File: config.mk
export PLATFORM = sky130hd
export DESIGN_NAME = lbc_bus_master
export DESIGN_NICKNAME = d
export VERILOG_FILES = /design/src/hdl/lbc_pkg.sv /design/src/hdl/lbc_phase_if.sv /design/src/hdl/lbc_phase_gen.sv /design/src/hdl/lbc_bus_master.sv
export SDC_FILE = /design/constraint.sdc
export NUM_CORES = 1
export LEC_CHECK = 0
export ABC_AREA = 1
export BUFFER_PORTS_ARGS = -buffer_cell sky130_fd_sc_hd__buf_2
export CAP_MARGIN = 20
export CORE_MARGIN = 2
export CORE_UTILIZATION = 56
export DETAILED_ROUTE_END_ITERATION = 10
export GPL_ROUTABILITY_DRIVEN = 0
export GPL_TIMING_DRIVEN = 0
export PLACE_DENSITY = 0.8
export SYNTH_ARGS = -nofsm -noshare
export SYNTH_HDL_FRONTEND = slang
export SYNTH_SLANG_ARGS = --single-unit
File: constraint.sdc
create_clock -name clk_in -period 3.2 [get_ports clk_in]
set_clock_uncertainty 0.15 [all_clocks]
set_input_delay 0.8 -clock clk_in [delete_from_list [all_inputs] [get_ports clk_in]]
set_output_delay 0.8 -clock clk_in [all_outputs]
set_load 0.01 [all_outputs]
File: src/hdl/lbc_pkg.sv
// Shared constants and types for the local bus cycle engine
package lbc_pkg;
  // Clock and quarter-phase timing
  localparam int unsigned CLK_PERIOD_NS = 50;
  localparam int unsigned QUARTER_NS = 100;
  localparam int unsigned QUARTER_CLKS = (QUARTER_NS + CLK_PERIOD_NS - 1) / CLK_PERIOD_NS;
  // Bus widths
  localparam int unsigned BUS_W = 16;
  localparam int unsigned PAR_W = BUS_W / 8;
  // Quarter phase numbers
  localparam logic [1:0] PH_Q1 = 2'h0;
  localparam logic [1:0] PH_Q2 = 2'h1;
  localparam logic [1:0] PH_Q3 = 2'h2;
  localparam logic [1:0] PH_Q4 = 2'h3;
  // Status codes as {instr_data_status, read_write_status}
  localparam logic [1:0] STAT_DATA_WRITE = 2'h0;
  localparam logic [1:0] STAT_DATA_READ = 2'h1;
  localparam logic [1:0] STAT_INVALID = 2'h2;
  localparam logic [1:0] STAT_INSTR_OPERAND = 2'h3;
  localparam logic [1:0] STAT_RST = STAT_DATA_WRITE;
  // Memory map
  localparam logic [15:0] EXP_LO = 16'h1000;
  localparam logic [15:0] EXP_HI = 16'hBFFE;
  localparam int unsigned TOP_BIT = 15;
  // Parity sense: one means odd parity per byte
  localparam logic PARITY_ODD = 1'b1;
  // Bus cycle states, Gray along idle, address, data, wait
  typedef enum logic [1:0] {
    ST_IDLE = 2'h0,
    ST_ADDR = 2'h1,
    ST_DATA = 2'h3,
    ST_WAIT = 2'h2
  } lbc_state_t;
endpackage : lbc_pkg

File: src/hdl/lbc_phase_if.sv
// Quarter-phase timing carried from the phase generator to the cycle engine
`timescale 1ns/1ps
`default_nettype none
interface lbc_phase_if;
  logic [1:0] quarter;
  logic first;
  logic last;
  modport src (output quarter, output first, output last);
  modport sink (input quarter, input first, input last);
endinterface : lbc_phase_if
`default_nettype wire

File: src/hdl/lbc_phase_gen.sv
// Divider that splits each bus period into four quarters
`timescale 1ns/1ps
`default_nettype none
module lbc_phase_gen #(
  parameter int unsigned QUARTER_CLKS = lbc_pkg::QUARTER_CLKS
) (
  // Clock and reset
  input wire logic clk_in,
  input wire logic rst_n_in,
  // Phase outputs
  lbc_phase_if.src ph
);
  import lbc_pkg::*;

  localparam int unsigned SUB_W = (QUARTER_CLKS > 1) ? $clog2(QUARTER_CLKS) : 1;
  localparam logic [SUB_W-1:0] SUB_LAST = SUB_W'(QUARTER_CLKS - 1);

  logic [SUB_W-1:0] sub_q;
  logic [1:0] quarter_q;

  // Sub-quarter counter is the one-cycle enable for quarter steps
  always_ff @(posedge clk_in or negedge rst_n_in)
  begin
    if (!rst_n_in)
    begin
      sub_q <= '0;
    end
    else if (sub_q == SUB_LAST)
    begin
      sub_q <= '0;
    end
    else
    begin
      sub_q <= sub_q + 1'b1;
    end
  end

  // Quarter counter wraps Q4 back to Q1
  always_ff @(posedge clk_in or negedge rst_n_in)
  begin
    if (!rst_n_in)
    begin
      quarter_q <= PH_Q1;
    end
    else if (sub_q == SUB_LAST)
    begin
      quarter_q <= quarter_q + 2'h1;
    end
  end

  // Phase seen by the cycle engine; its pins lag this by one clock
  assign ph.quarter = quarter_q;
  assign ph.first = (sub_q == '0);
  assign ph.last = (sub_q == SUB_LAST);
endmodule : lbc_phase_gen
`default_nettype wire

File: src/hdl/lbc_bus_master.sv
// Local bus cycle engine of the communications processor, acting as master
// Function
// - Write cycle asserts data enable at Q3 start and drives write data.
// - Data enable held past clock one fall, released within Q1.
// - Every cycle lasts one bus period, lengthened by whole wait periods.
// - Master or slave may pull ready low to stretch a cycle.
// - Processor samples ready as input, as master or as slave.
// - Handler honours waits as slave and ignores them as master.
// - Data source keeps driving its data while ready is low.
// - During waits the machine holds; no interrupt or bus grant is served.
// - Status lines encode data write, data read, invalid, instruction fetch.
// - Data write code is shown on data writes and during reset.
// - Data read code is shown on data reads.
// - Internal RAM accesses still show status and address on the bus.
// - Instruction or immediate operand fetches show the instruction code.
// - Bus spans 64K bytes; 1000 through BFFE is expansion memory.
// - Each byte on the bus carries a parity bit stored and returned.
// - Top address bit is driven high on memory cycles.
// - Cycle start makes status valid and puts address out with latch pulse.
// - Ready sampled at Q4 start; high ends the cycle, low continues it.
`timescale 1ns/1ps
`default_nettype none
module lbc_bus_master #(
  parameter int unsigned QUARTER_CLKS = lbc_pkg::QUARTER_CLKS
) (
  // Clock and reset
  input wire logic clk_in,
  input wire logic rst_n_in,
  // Request side
  input wire logic req_valid_in,
  input wire logic req_write_in,
  input wire logic req_instr_in,
  input wire logic req_internal_in,
  input wire logic [lbc_pkg::BUS_W-1:0] req_addr_in,
  input wire logic [lbc_pkg::BUS_W-1:0] req_wdata_in,
  output logic req_taken_out,
  output logic rsp_valid_out,
  output logic [lbc_pkg::BUS_W-1:0] rsp_rdata_out,
  output logic rsp_parity_err_out,
  // Role, arbitration and status
  input wire logic role_handler_in,
  input wire logic slave_selected_in,
  input wire logic stretch_in,
  input wire logic bus_req_in,
  input wire logic intr_req_in,
  output logic bus_grant_out,
  output logic intr_ack_out,
  output logic slave_hold_out,
  output logic ready_low_out,
  output logic cycle_wait_out,
  output logic addr_in_expansion_out,
  // Bus timing and status pins
  output logic phase_clock_one_out,
  output logic phase_clock_two_out,
  output logic address_latch_pulse_out,
  output logic data_enable_n_out,
  output logic instr_data_status_out,
  output logic read_write_status_out,
  // Multiplexed address/data and parity pins
  input wire logic [lbc_pkg::BUS_W-1:0] muxed_addr_data_in,
  output logic [lbc_pkg::BUS_W-1:0] muxed_addr_data_out,
  output logic muxed_addr_data_oe_out,
  input wire logic [lbc_pkg::PAR_W-1:0] muxed_parity_in,
  output logic [lbc_pkg::PAR_W-1:0] muxed_parity_out,
  // Open-drain ready pin
  input wire logic local_ready_n_in,
  output logic local_ready_n_out,
  output logic local_ready_n_oe_out
);
  import lbc_pkg::*;

  lbc_phase_if ph ();

  lbc_state_t state_q;
  lbc_state_t state_d;
  logic ready_low_q;
  logic wait_now;
  logic cycle_end;
  logic free;
  logic free_end;
  logic take;
  logic in_data;
  logic [BUS_W-1:0] addr_q;
  logic [BUS_W-1:0] wdata_q;
  logic wr_q;
  logic int_q;
  logic [1:0] stat_q;
  logic hold_q;
  logic hold_wr_q;
  logic cap_q;
  logic cap_rd_q;
  logic [BUS_W-1:0] hold_data_q;
  logic [PAR_W-1:0] hold_par_q;
  logic [PAR_W-1:0] wpar;
  logic [PAR_W-1:0] rpar_bad;
  logic taken_q;
  logic rsp_valid_q;
  logic [BUS_W-1:0] rsp_rdata_q;
  logic rsp_err_q;
  logic grant_q;
  logic intr_ack_q;
  logic slave_hold_q;
  logic wait_q;
  logic exp_q;
  logic pclk1_q;
  logic pclk2_q;
  logic ale_q;
  logic den_n_q;
  logic [BUS_W-1:0] mad_q;
  logic mad_oe_q;
  logic [PAR_W-1:0] par_q;
  logic rdy_oe_q;
  logic rdy_out_q;

  // Quarter-phase divider
  lbc_phase_gen #(
    .QUARTER_CLKS(QUARTER_CLKS)
  ) u_phase (
    .clk_in(clk_in),
    .rst_n_in(rst_n_in),
    .ph(ph)
  );

  // Per-byte parity, generated for writes and checked on reads
  for (genvar b = 0; b < PAR_W; b++)
  begin : g_par
    assign wpar[b] = (^wdata_q[8*b +: 8]) ^ PARITY_ODD;
    assign rpar_bad[b] = (^muxed_addr_data_in[8*b +: 8]) ^ PARITY_ODD ^ muxed_parity_in[b];
  end

  // Cycle bookkeeping terms
  assign in_data = (state_q == ST_DATA) || (state_q == ST_WAIT);
  assign cycle_end = ph.last && (ph.quarter == PH_Q4);
  // Handler as master and internal accesses never stretch
  assign wait_now = ready_low_q && !role_handler_in && !int_q;
  assign free = (state_q == ST_IDLE) || (in_data && !wait_now);
  assign free_end = cycle_end && free;
  assign take = free_end && req_valid_in && !bus_req_in && !grant_q;

  // Ready is sampled at Q4 start every period, in any role
  always_ff @(posedge clk_in or negedge rst_n_in)
  begin
    if (!rst_n_in)
    begin
      ready_low_q <= 1'b0;
    end
    else if (ph.first && (ph.quarter == PH_Q4))
    begin
      ready_low_q <= !local_ready_n_in;
    end
  end

  // Next-state logic; quarters only advance at their last clock
  always_comb
  begin
    state_d = state_q;
    if (ph.last)
    begin
      unique case (state_q)
        ST_IDLE:
        begin
          if (take)
          begin
            state_d = ST_ADDR;
          end
        end
        ST_ADDR:
        begin
          if (ph.quarter == PH_Q2)
          begin
            state_d = ST_DATA;
          end
        end
        ST_DATA, ST_WAIT:
        begin
          if (ph.quarter == PH_Q4)
          begin
            if (wait_now)
            begin
              state_d = ST_WAIT;
            end
            else if (take)
            begin
              state_d = ST_ADDR;
            end
            else
            begin
              state_d = ST_IDLE;
            end
          end
        end
      endcase
    end
  end

  // State register
  always_ff @(posedge clk_in or negedge rst_n_in)
  begin
    if (!rst_n_in)
    begin
      state_q <= ST_IDLE;
    end
    else
    begin
      state_q <= state_d;
    end
  end

  // Request capture; fields stay frozen through any wait periods
  always_ff @(posedge clk_in or negedge rst_n_in)
  begin
    if (!rst_n_in)
    begin
      addr_q <= '0;
      wdata_q <= '0;
      wr_q <= 1'b0;
      int_q <= 1'b0;
      exp_q <= 1'b0;
    end
    else if (take)
    begin
      addr_q <= req_addr_in;
      wdata_q <= req_wdata_in;
      wr_q <= req_write_in && !req_instr_in;
      int_q <= req_internal_in;
      exp_q <= (req_addr_in >= EXP_LO) && (req_addr_in <= EXP_HI);
    end
  end

  // Status code changes at the start of Q1, reset shows data write
  always_ff @(posedge clk_in or negedge rst_n_in)
  begin
    if (!rst_n_in)
    begin
      stat_q <= STAT_RST;
    end
    else if (take)
    begin
      if (req_instr_in)
      begin
        stat_q <= STAT_INSTR_OPERAND;
      end
      else if (req_write_in)
      begin
        stat_q <= STAT_DATA_WRITE;
      end
      else
      begin
        stat_q <= STAT_DATA_READ;
      end
    end
  end

  // Enable hold into Q1 and read capture at the end of Q4
  always_ff @(posedge clk_in or negedge rst_n_in)
  begin
    if (!rst_n_in)
    begin
      hold_q <= 1'b0;
      hold_wr_q <= 1'b0;
      cap_q <= 1'b0;
      cap_rd_q <= 1'b0;
      hold_data_q <= '0;
      hold_par_q <= '0;
    end
    else if (free_end && in_data)
    begin
      // Kept apart from the request fields, which a back-to-back take overwrites here
      hold_q <= !int_q;
      hold_wr_q <= wr_q && !int_q;
      hold_data_q <= wdata_q;
      hold_par_q <= wpar;
      cap_q <= 1'b1;
      cap_rd_q <= !wr_q && !int_q;
    end
    else if (ph.first && (ph.quarter == PH_Q1))
    begin
      hold_q <= 1'b0;
      hold_wr_q <= 1'b0;
      cap_q <= 1'b0;
    end
  end

  // Answer pulses; read data is taken as the pins leave Q4
  always_ff @(posedge clk_in or negedge rst_n_in)
  begin
    if (!rst_n_in)
    begin
      taken_q <= 1'b0;
      rsp_valid_q <= 1'b0;
      rsp_rdata_q <= '0;
      rsp_err_q <= 1'b0;
    end
    else
    begin
      taken_q <= take;
      rsp_valid_q <= cap_q && ph.first && (ph.quarter == PH_Q1);
      if (cap_q && ph.first && (ph.quarter == PH_Q1))
      begin
        // Writes and internal accesses return zero, their data is not on the bus
        rsp_rdata_q <= cap_rd_q ? muxed_addr_data_in : '0;
        rsp_err_q <= cap_rd_q && (|rpar_bad);
      end
    end
  end

  // Grants and interrupt service only at a free cycle boundary
  always_ff @(posedge clk_in or negedge rst_n_in)
  begin
    if (!rst_n_in)
    begin
      grant_q <= 1'b0;
      intr_ack_q <= 1'b0;
    end
    else
    begin
      intr_ack_q <= free_end && intr_req_in;
      if (free_end)
      begin
        grant_q <= bus_req_in;
      end
    end
  end

  // Status outputs; slave hold follows the sampled ready while selected
  always_ff @(posedge clk_in or negedge rst_n_in)
  begin
    if (!rst_n_in)
    begin
      slave_hold_q <= 1'b0;
      wait_q <= 1'b0;
    end
    else
    begin
      slave_hold_q <= ready_low_q && slave_selected_in;
      wait_q <= (state_d == ST_WAIT);
    end
  end

  // Phase clocks: one is high in Q3-Q4, two in Q2-Q3
  always_ff @(posedge clk_in or negedge rst_n_in)
  begin
    if (!rst_n_in)
    begin
      pclk1_q <= 1'b0;
      pclk2_q <= 1'b0;
    end
    else
    begin
      pclk1_q <= ph.quarter[1];
      pclk2_q <= (ph.quarter == PH_Q2) || (ph.quarter == PH_Q3);
    end
  end

  // Latch pulse covers the first clock of Q2 so it falls with address stable
  always_ff @(posedge clk_in or negedge rst_n_in)
  begin
    if (!rst_n_in)
    begin
      ale_q <= 1'b0;
    end
    else
    begin
      ale_q <= (state_q == ST_ADDR) && (ph.quarter == PH_Q2) && ph.first;
    end
  end

  // Data enable: Q3 onward through waits, plus the first clock of next Q1
  always_ff @(posedge clk_in or negedge rst_n_in)
  begin
    if (!rst_n_in)
    begin
      den_n_q <= 1'b1;
    end
    else
    begin
      den_n_q <= !((in_data && !int_q)
        || (hold_q && ph.first && (ph.quarter == PH_Q1)));
    end
  end

  // Multiplexed lines: address in Q2, write data while enabled, else float
  always_ff @(posedge clk_in or negedge rst_n_in)
  begin
    if (!rst_n_in)
    begin
      mad_q <= '0;
      mad_oe_q <= 1'b0;
      par_q <= '0;
    end
    else if ((state_q == ST_ADDR) && (ph.quarter == PH_Q2))
    begin
      // Internal accesses show their address as well
      mad_q <= {1'b1, addr_q[TOP_BIT-1:0]};
      mad_oe_q <= 1'b1;
      par_q <= '0;
    end
    else if (in_data && wr_q && !int_q)
    begin
      // Write data and parity stay driven through waits
      mad_q <= wdata_q;
      mad_oe_q <= 1'b1;
      par_q <= wpar;
    end
    else if (hold_wr_q && ph.first && (ph.quarter == PH_Q1))
    begin
      // Hold clock shows the copy, the request data may already be the next cycle's
      mad_q <= hold_data_q;
      mad_oe_q <= 1'b1;
      par_q <= hold_par_q;
    end
    else
    begin
      // Released for reads so the slave may drive under the enable
      mad_q <= '0;
      mad_oe_q <= 1'b0;
      par_q <= '0;
    end
  end

  // Ready pull-down on request while this master is in its data phase
  always_ff @(posedge clk_in or negedge rst_n_in)
  begin
    if (!rst_n_in)
    begin
      rdy_oe_q <= 1'b0;
      rdy_out_q <= 1'b0;
    end
    else
    begin
      rdy_oe_q <= stretch_in && in_data && !int_q;
      rdy_out_q <= 1'b0;
    end
  end

  // Port assignments, all from flip-flops
  assign req_taken_out = taken_q;
  assign rsp_valid_out = rsp_valid_q;
  assign rsp_rdata_out = rsp_rdata_q;
  assign rsp_parity_err_out = rsp_err_q;
  assign bus_grant_out = grant_q;
  assign intr_ack_out = intr_ack_q;
  assign slave_hold_out = slave_hold_q;
  assign ready_low_out = ready_low_q;
  assign cycle_wait_out = wait_q;
  assign addr_in_expansion_out = exp_q;
  assign phase_clock_one_out = pclk1_q;
  assign phase_clock_two_out = pclk2_q;
  assign address_latch_pulse_out = ale_q;
  assign data_enable_n_out = den_n_q;
  assign instr_data_status_out = stat_q[1];
  assign read_write_status_out = stat_q[0];
  assign muxed_addr_data_out = mad_q;
  assign muxed_addr_data_oe_out = mad_oe_q;
  assign muxed_parity_out = par_q;
  assign local_ready_n_out = rdy_out_q;
  assign local_ready_n_oe_out = rdy_oe_q;
endmodule : lbc_bus_master
`default_nettype wire

==> results of run 1 <==
-- cell usage after synthesis, types with 2 or more instances --
library cell	count	area (sq um)
a211oi_1	10	75.1
a21oi_1	15	75.1
a22o_1	4	35.0
a31oi_1	3	18.8
buf_2	8	40.0
buf_4	4	30.0
buf_6	3	33.8
clkbuf_1	2	7.51
dfrtp_1	110	2750
ha_1	3	37.5
inv_1	58	218
inv_2	5	18.8
nand2_1	149	559
nand2_2	11	68.8
nand2_4	2	22.5
nand3_1	15	75.1
nor2_1	25	93.8
nor2_2	3	18.8
nor2_4	4	45.0
o211ai_1	6	45.0
o21ai_0	41	205
o21ai_1	6	30.0
o21ai_2	10	87.6
o22ai_1	3	18.8
xnor2_1	13	114
xor2_1	5	43.8
-- sequential cells by signal (all words and copies together), names as in the netlist, 2 cells and up --
name	count
hold_data_q	16
state_q	2
hold_par_q	2
rsp_rdata_out	16
u_phase.ph.quarter	2
addr_q	15
wdata_q	16
muxed_addr_data_out	16
stat_q	2
muxed_parity_out	2
-- routing by layer --
metal	vias up	track usage	part of all wire
met5	-	0	0
met4	0	0.0630	0.013
met3	13	0.0432	0.056
met2	132	0.396	0.50
met1	1816	0.312	0.43
li1	1912	-	-
-- cells by family (layout without fill, tap and decap cells) --
family / Yosys count / in the layout / synth area share
adders and majority gates: 3 / 3 / 0.00769
other: 1 / 1 / 0.000768
and+or+nand+nor: 212 / 212 / 0.188
xor gates and xnor gates: 18 / 18 / 0.0323
DFF: 111 / 111 / 0.569
buffers and inverters: 82 / 211 / 0.0784
AOI/OAI and AO/OA: 100 / 100 / 0.124
-- power by group through the flow --
stage / Sequential (mW) / Combinational [mW] / Clock, mW
after floorplan: 1.63 / 0.256 / 0
after global placement: 1.63 / 0.388 / 0
after detailed placement: 1.64 / 0.411 / 0
after CTS: 1.61 / 0.414 / 1.01
after global routing: 1.63 / 0.469 / 1.06
final: 1.61 / 0.409 / 0.996
-- layout by cell type, fill, tap and decap left out, types with 3 or more instances in the layout --
cell type and n:
dfrtp_1 110, inv_1 58, o21ai_0 41, xnor2_1 13, o211ai_1 6, o21ai_2 10
nand2_1 149, inv_2 5, buf_4 5, nor2_2 3, o21ai_1 6, nor2_1 25
bufinv_16 3, buf_2 119, nand2_2 11, a22o_1 4, nor2_4 4, xor2_1 5
nand3_1 15, buf_6 3, o22ai_1 3, clkbuf_8 9, a211oi_1 10, ha_1 3
a21oi_1 15, a31oi_1 3
-- path summary, 6_finish.rpt --
path / cells after the start / from / slack [ns] / to
max reg2reg: 9 / u_phase.ph.quarter[0] / 1.17 / wdata_q[3]
min in group asynchronous: 1 / rst_n_in / 0.36 / intr_ack_out
min reg2reg: 0 / u_phase.ph.quarter[1] / 0.28 / phase_clock_one_out
max in group asynchronous: 2 / rst_n_in / 1.82 / hold_data_q[12]
max: 9 / u_phase.ph.quarter[0] / 1.17 / wdata_q[3]
min: 0 / u_phase.ph.quarter[1] / 0.28 / phase_clock_one_out
-- layout make-up --
cell class                      instances  area (sq um)  area share
Clock inverter                          7           119      0.0203
Inverter                               63           236      0.0404
Clock buffer                            9           124      0.0212
Buffer                                 19           146      0.0250
Sequential cell                       111          2780       0.475
Tap cell                              108           135      0.0231
Multi-Input combinational cell        334          1720       0.294
Timing Repair Buffer                  113           591       0.101
-- per-stage QoR --
step / std cells / cell area [sq um] / setup slack [ns] / setup TNS [ns]
4_1_cts: 764 / 5850 / 1.17 / 0
2_1_floorplan: 527 / 4880 / 1.36 / 0
5_1_grt: 764 / 5850 / 1.01 / 0
6_report: 764 / 5850 / 1.17 / 0
3_5_place_dp: 748 / 5610 / 1.05 / 0
3_3_place_gp: 747 / 5580 / -0.0454 / -4.35
==> flow_metrics.tcl, run 1 <==
set metrics [dict create \
    power_mw 3.02 \
    p_leak_nw 3.19 \
    drt_iter0_drc 320 \
    crit_arrival_ns 2.13 \
    utilization 0.681 \
    worstPathCellList "ha_1, nand2_4, nor2_4, nand2_4, nor2_4, nand3_4, inv_2, buf_2, o21ai_0" \
    avgRoutedWirePerCell_um 13.8 \
    ant_nets 0 \
    power_frac_comb 0.136 \
    hp-class "flip-flop to flip-flop" \
    cts-resized-gates 0 \
    synth-seq-cells 111 \
    cts.clk_slew.worst_paths_ns 0.10 \
    via_per_inst 5.07 \
    relSlewSlack 0.465 \
    drc 0 \
    grt_pass1_vias 3863 \
    drive_gt1_frac 0.280 \
    cp_max_fo 10 \
    power_density_mw_per_mm2 516 \
    nets 716 \
    fillerInstances 699 \
    ys_types 35 \
    clk-insertion-delay-late_ns 0.36 \
    fin_crit_sh 0.634 \
    synth-async-reset-ratio 1.00 \
    p_int_mw 2.23 \
    num_rows 34 \
    cts_inserted_buffers 9 \
    num_antenna_cells 0 \
    grt_overflow_total 0 \
    cts_max_path_buffers 2 \
    postCtsSetupRepairBufs 0 \
    p_switching_mw 0.785 \
    hold_violations 0 \
    hold_slack_ns 0.275 \
    vias 3873 \
    crit_buf_inv 2 \
    wl_um 10500 \
    synthCells 527 \
    io_pins 114 \
    cts-root-buf "clkbuf_8" \
    status "finished, final reports clean" \
    rsz0062_at_grt "no" \
    die_w_um 97.4 \
    avgSynthCellArea_sq_um 9.27 \
    cts_tree "built" \
    slowest_delay_ns 0.43 \
    synth_area_sq_mm 0.00488 \
    finalCriticalPeriod_ns 2.03 \
    maxCapViolations 0 \
    yosysSeqAreaShare 0.569 \
    area_growth_pct 19.8 \
    clkPwrFrac 0.330 \
    clock_sinks 111 \
    startpoint_type "flip-flop" \
    drtPass1Iterations 4 \
    antenna_found_initial 0 \
    syn_nets 592 \
    critical_path_required_ns 3.30 \
    setup_viol 0 \
    swShare 0.260 \
    place.port_buffers 112 \
    dpl.hpwl_um 7870 \
    path_class "flip-flop to flip-flop" \
    h-tree-depth 3 \
    fp.dieH_um 97.4 \
    worst_pin_slew_ns 0.802 \
    grt_max_degree 62 \
    core_area_sq_mm 0.00859 \
    ir_worst_vdd_v 0.000225 \
    drv_slew 0 \
    maxClockFrequency_ghz 0.493 \
    path_delay_family "simple AND/OR/NAND/NOR gates" \
    grt_pass1_wl_um 17800 \
    grt_usage 0.234 \
    seqPwrFrac 0.534 \
    hold_buffers 0 \
    ys.flop_type "dfrtp_1" \
    cp_slowest_cell "dfrtp_1" \
    cp-end-kind "flip-flop" \
    initial_core_util 0.568 \
    die_area_sq_mm 0.00948 \
    synth_edf_count 0 \
    yosysWarnings 0 \
]
Power figures use the tool's default switching activity.
==> run 2, diff against run 1 <==
Settings changed: CORE_UTILIZATION 56 to 48, PLACE_DENSITY 0.8 to 0.72.
Clock period 3.2 ns to 1.8 ns, I/O delays scaled along.
==> flow_metrics.tcl, run 2 (synthesized netlist as in run 1, its figures left out) <==
set metrics [dict create \
    maxCapViolations 0 \
    cts-root-buf "clkbuf_8" \
    grt_pass1_vias 3977 \
    regArea_sq_mm 0.00278 \
    timing.rr.start "u_phase.ph.quarter[0]" \
    min_delay_worst_endpoint "slave_hold_out" \
    crit_arrival_ns 2.00 \
    cp_max_fo 7 \
    cp-end-kind "flip-flop" \
    instances_no_fill 805 \
    via_per_inst 4.97 \
    nets 732 \
    utilization 0.638 \
    setup_viol 19 \
    hold_violations 0 \
    reg2reg_depth 11 \
    drc 0 \
    mostFrequentLayoutCells "133 x nand2_1, 113 x buf_2, 107 x dfrtp_1, 56 x inv_1, 27 x o21ai_0" \
    num_antenna_cells 0 \
    h-tree-depth 3 \
    final.setup.worst_slack_ns -0.0466 \
    r2r_end "wdata_q[10]" \
    cts_max_path_buffers 2 \
    crit_buf_inv 3 \
    fp.dieH_um 105 \
    cp_slowest_cell "dfrtp_2" \
    hold_depth 3 \
    placedCellCount 773 \
    finalCriticalPeriod_ns 1.85 \
    fin_crit_sh 1.03 \
    wl_um 11900 \
    setup_tns_ns -0.380 \
    io_pins 114 \
    hold_slack_ns 0.123 \
    path_delay_family "simple AND/OR/NAND/NOR gates" \
    critical_path_required_ns 1.95 \
    die_area_sq_mm 0.0110 \
    worst_pin_slew_ns 0.600 \
    cts_tree "built" \
    path_class "flip-flop to flip-flop" \
    startpoint_type "flip-flop" \
    clock_sinks 111 \
    drive_gt1_frac 0.351 \
    multi_input_area_sq_mm 0.00191 \
    status "finished with violations" \
    placed_cell_area_sq_mm 0.00564 \
    p_leak_nw 3.41 \
    vias 4001 \
    avgRoutedWirePerCell_um 14.8 \
    violations "negative setup slack" \
    area_growth_pct 28.3 \
    ant_nets 0 \
    dpl_worst_slack_ns -0.194 \
    hp-class "input port to flip-flop" \
    rsz0062_at_grt "yes" \
    clk-insertion-delay-late_ns 0.38 \
    grt_usage 0.221 \
    core_area_sq_mm 0.00982 \
    grt_pass1_wl_um 19300 \
    slowest_delay_ns 0.43 \
    drt_iter0_drc 289 \
    die_w_um 105 \
    dpl.hpwl_um 8300 \
    cts_inserted_buffers 9 \
    min-delay-start "slave_selected_in" \
    place.port_buffers 112 \
    power_mw 5.14 \
    r2r_slack_ns -0.05 \
    maxClockFrequency_ghz 0.542 \
    num_rows 36 \
    worstPathCellList "ha_4, nand2_4, nor2_4, nand2_4, nor2_4, nand3_4, clkinv_4, buf_12, clkbuf_16, nand2_4, o21ai_2" \
    grt_overflow_total 0 \
    antenna_found_initial 0 \
    fin_area_sq_mm 0.00627 \
    grt_max_degree 68 \
    drtPass1Iterations 5 \
    final_common_cell "nand2_1" \
    power_density_mw_per_mm2 821 \
    cts.clk_slew.worst_paths_ns 0.10 \
    ir_worst_vdd_v 0.000571 \
    fillerInstances 844 \
    drv_slew 0 \
    initial_core_util 0.497 \
    critPathMostFrequentCell "nand2_4" \
    relSlewSlack 0.600 \
]
[run 2: area by class of cell]
type / instances / area share
Clock buffer: 10 / 0.0204
Timing Repair Buffer: 130 / 0.126
Inverter: 63 / 0.0389
Buffer: 18 / 0.0287
Sequential cell: 111 / 0.444
Tap cell: 133 / 0.0266
Clock inverter: 6 / 0.0110
Multi-Input combinational cell: 334 / 0.305
[run 2: timing repair]
| item | CTS | global route |
|---|---|---|
| hold buffers | 1 | 0 |
| hold endpoints to repair | 44 | 0 |
| gates cloned | 1 | 2 |
| endpoints found under the setup margin | 72 | 72 |
| pin swaps | 3 | 12 |
| setup buffers | 8 | 5 |
| gates resized for setup | 28 | 62 |
[run 2: how the worst max path moves through the flow]
stage	startpoint	endpoint	slack, ns	cells past startpoint
floorplan	u_phase.ph.quarter[0]	wdata_q[5]	0.07	11
CTS	u_phase.ph.quarter[1]	wdata_q[10]	-0.0006	11
detailed placement	u_phase.ph.quarter[0]	wdata_q[14]	-0.19	11
finish	u_phase.ph.quarter[0]	wdata_q[10]	-0.05	11
global placement	rst_n_in	req_taken_out	-1.12	1
global route	u_phase.ph.quarter[0]	wdata_q[8]	-0.13	11
[run 2: metal layers]
layer / GRT usage / routed length [um] / vias to the layer above
met1: 0.306 / 5350 / 1926
met2: 0.357 / 5820 / 110
met3: 0.0356 / 502 / 19
met5: 0 / 0 / -
li1: - / - / 1946
met4: 0.0705 / 244 / 0
[run 2: worst reg2reg max path: stages, from the launching register on]
cell,delay (ns)
dfrtp_2,0.43
ha_4,0.17
nand2_4,0.06
nor2_4,0.11
nand2_4,0.10
nor2_4,0.14
nand3_4,0.12
clkinv_4,0.10
buf_12,0.14
clkbuf_16,0.18
nand2_4,0.04
o21ai_2,0.04
[run 2: where the power goes]
| group | switching (mW) | total [mW] | internal (mW) |
|---|---|---|---|
| sequential | 0.143 | 2.87 | 2.72 |
| combinational | 0.424 | 0.751 | 0.327 |
| clock | 0.871 | 1.53 | 0.655 |
| total | 1.44 | 5.14 | 3.71 |
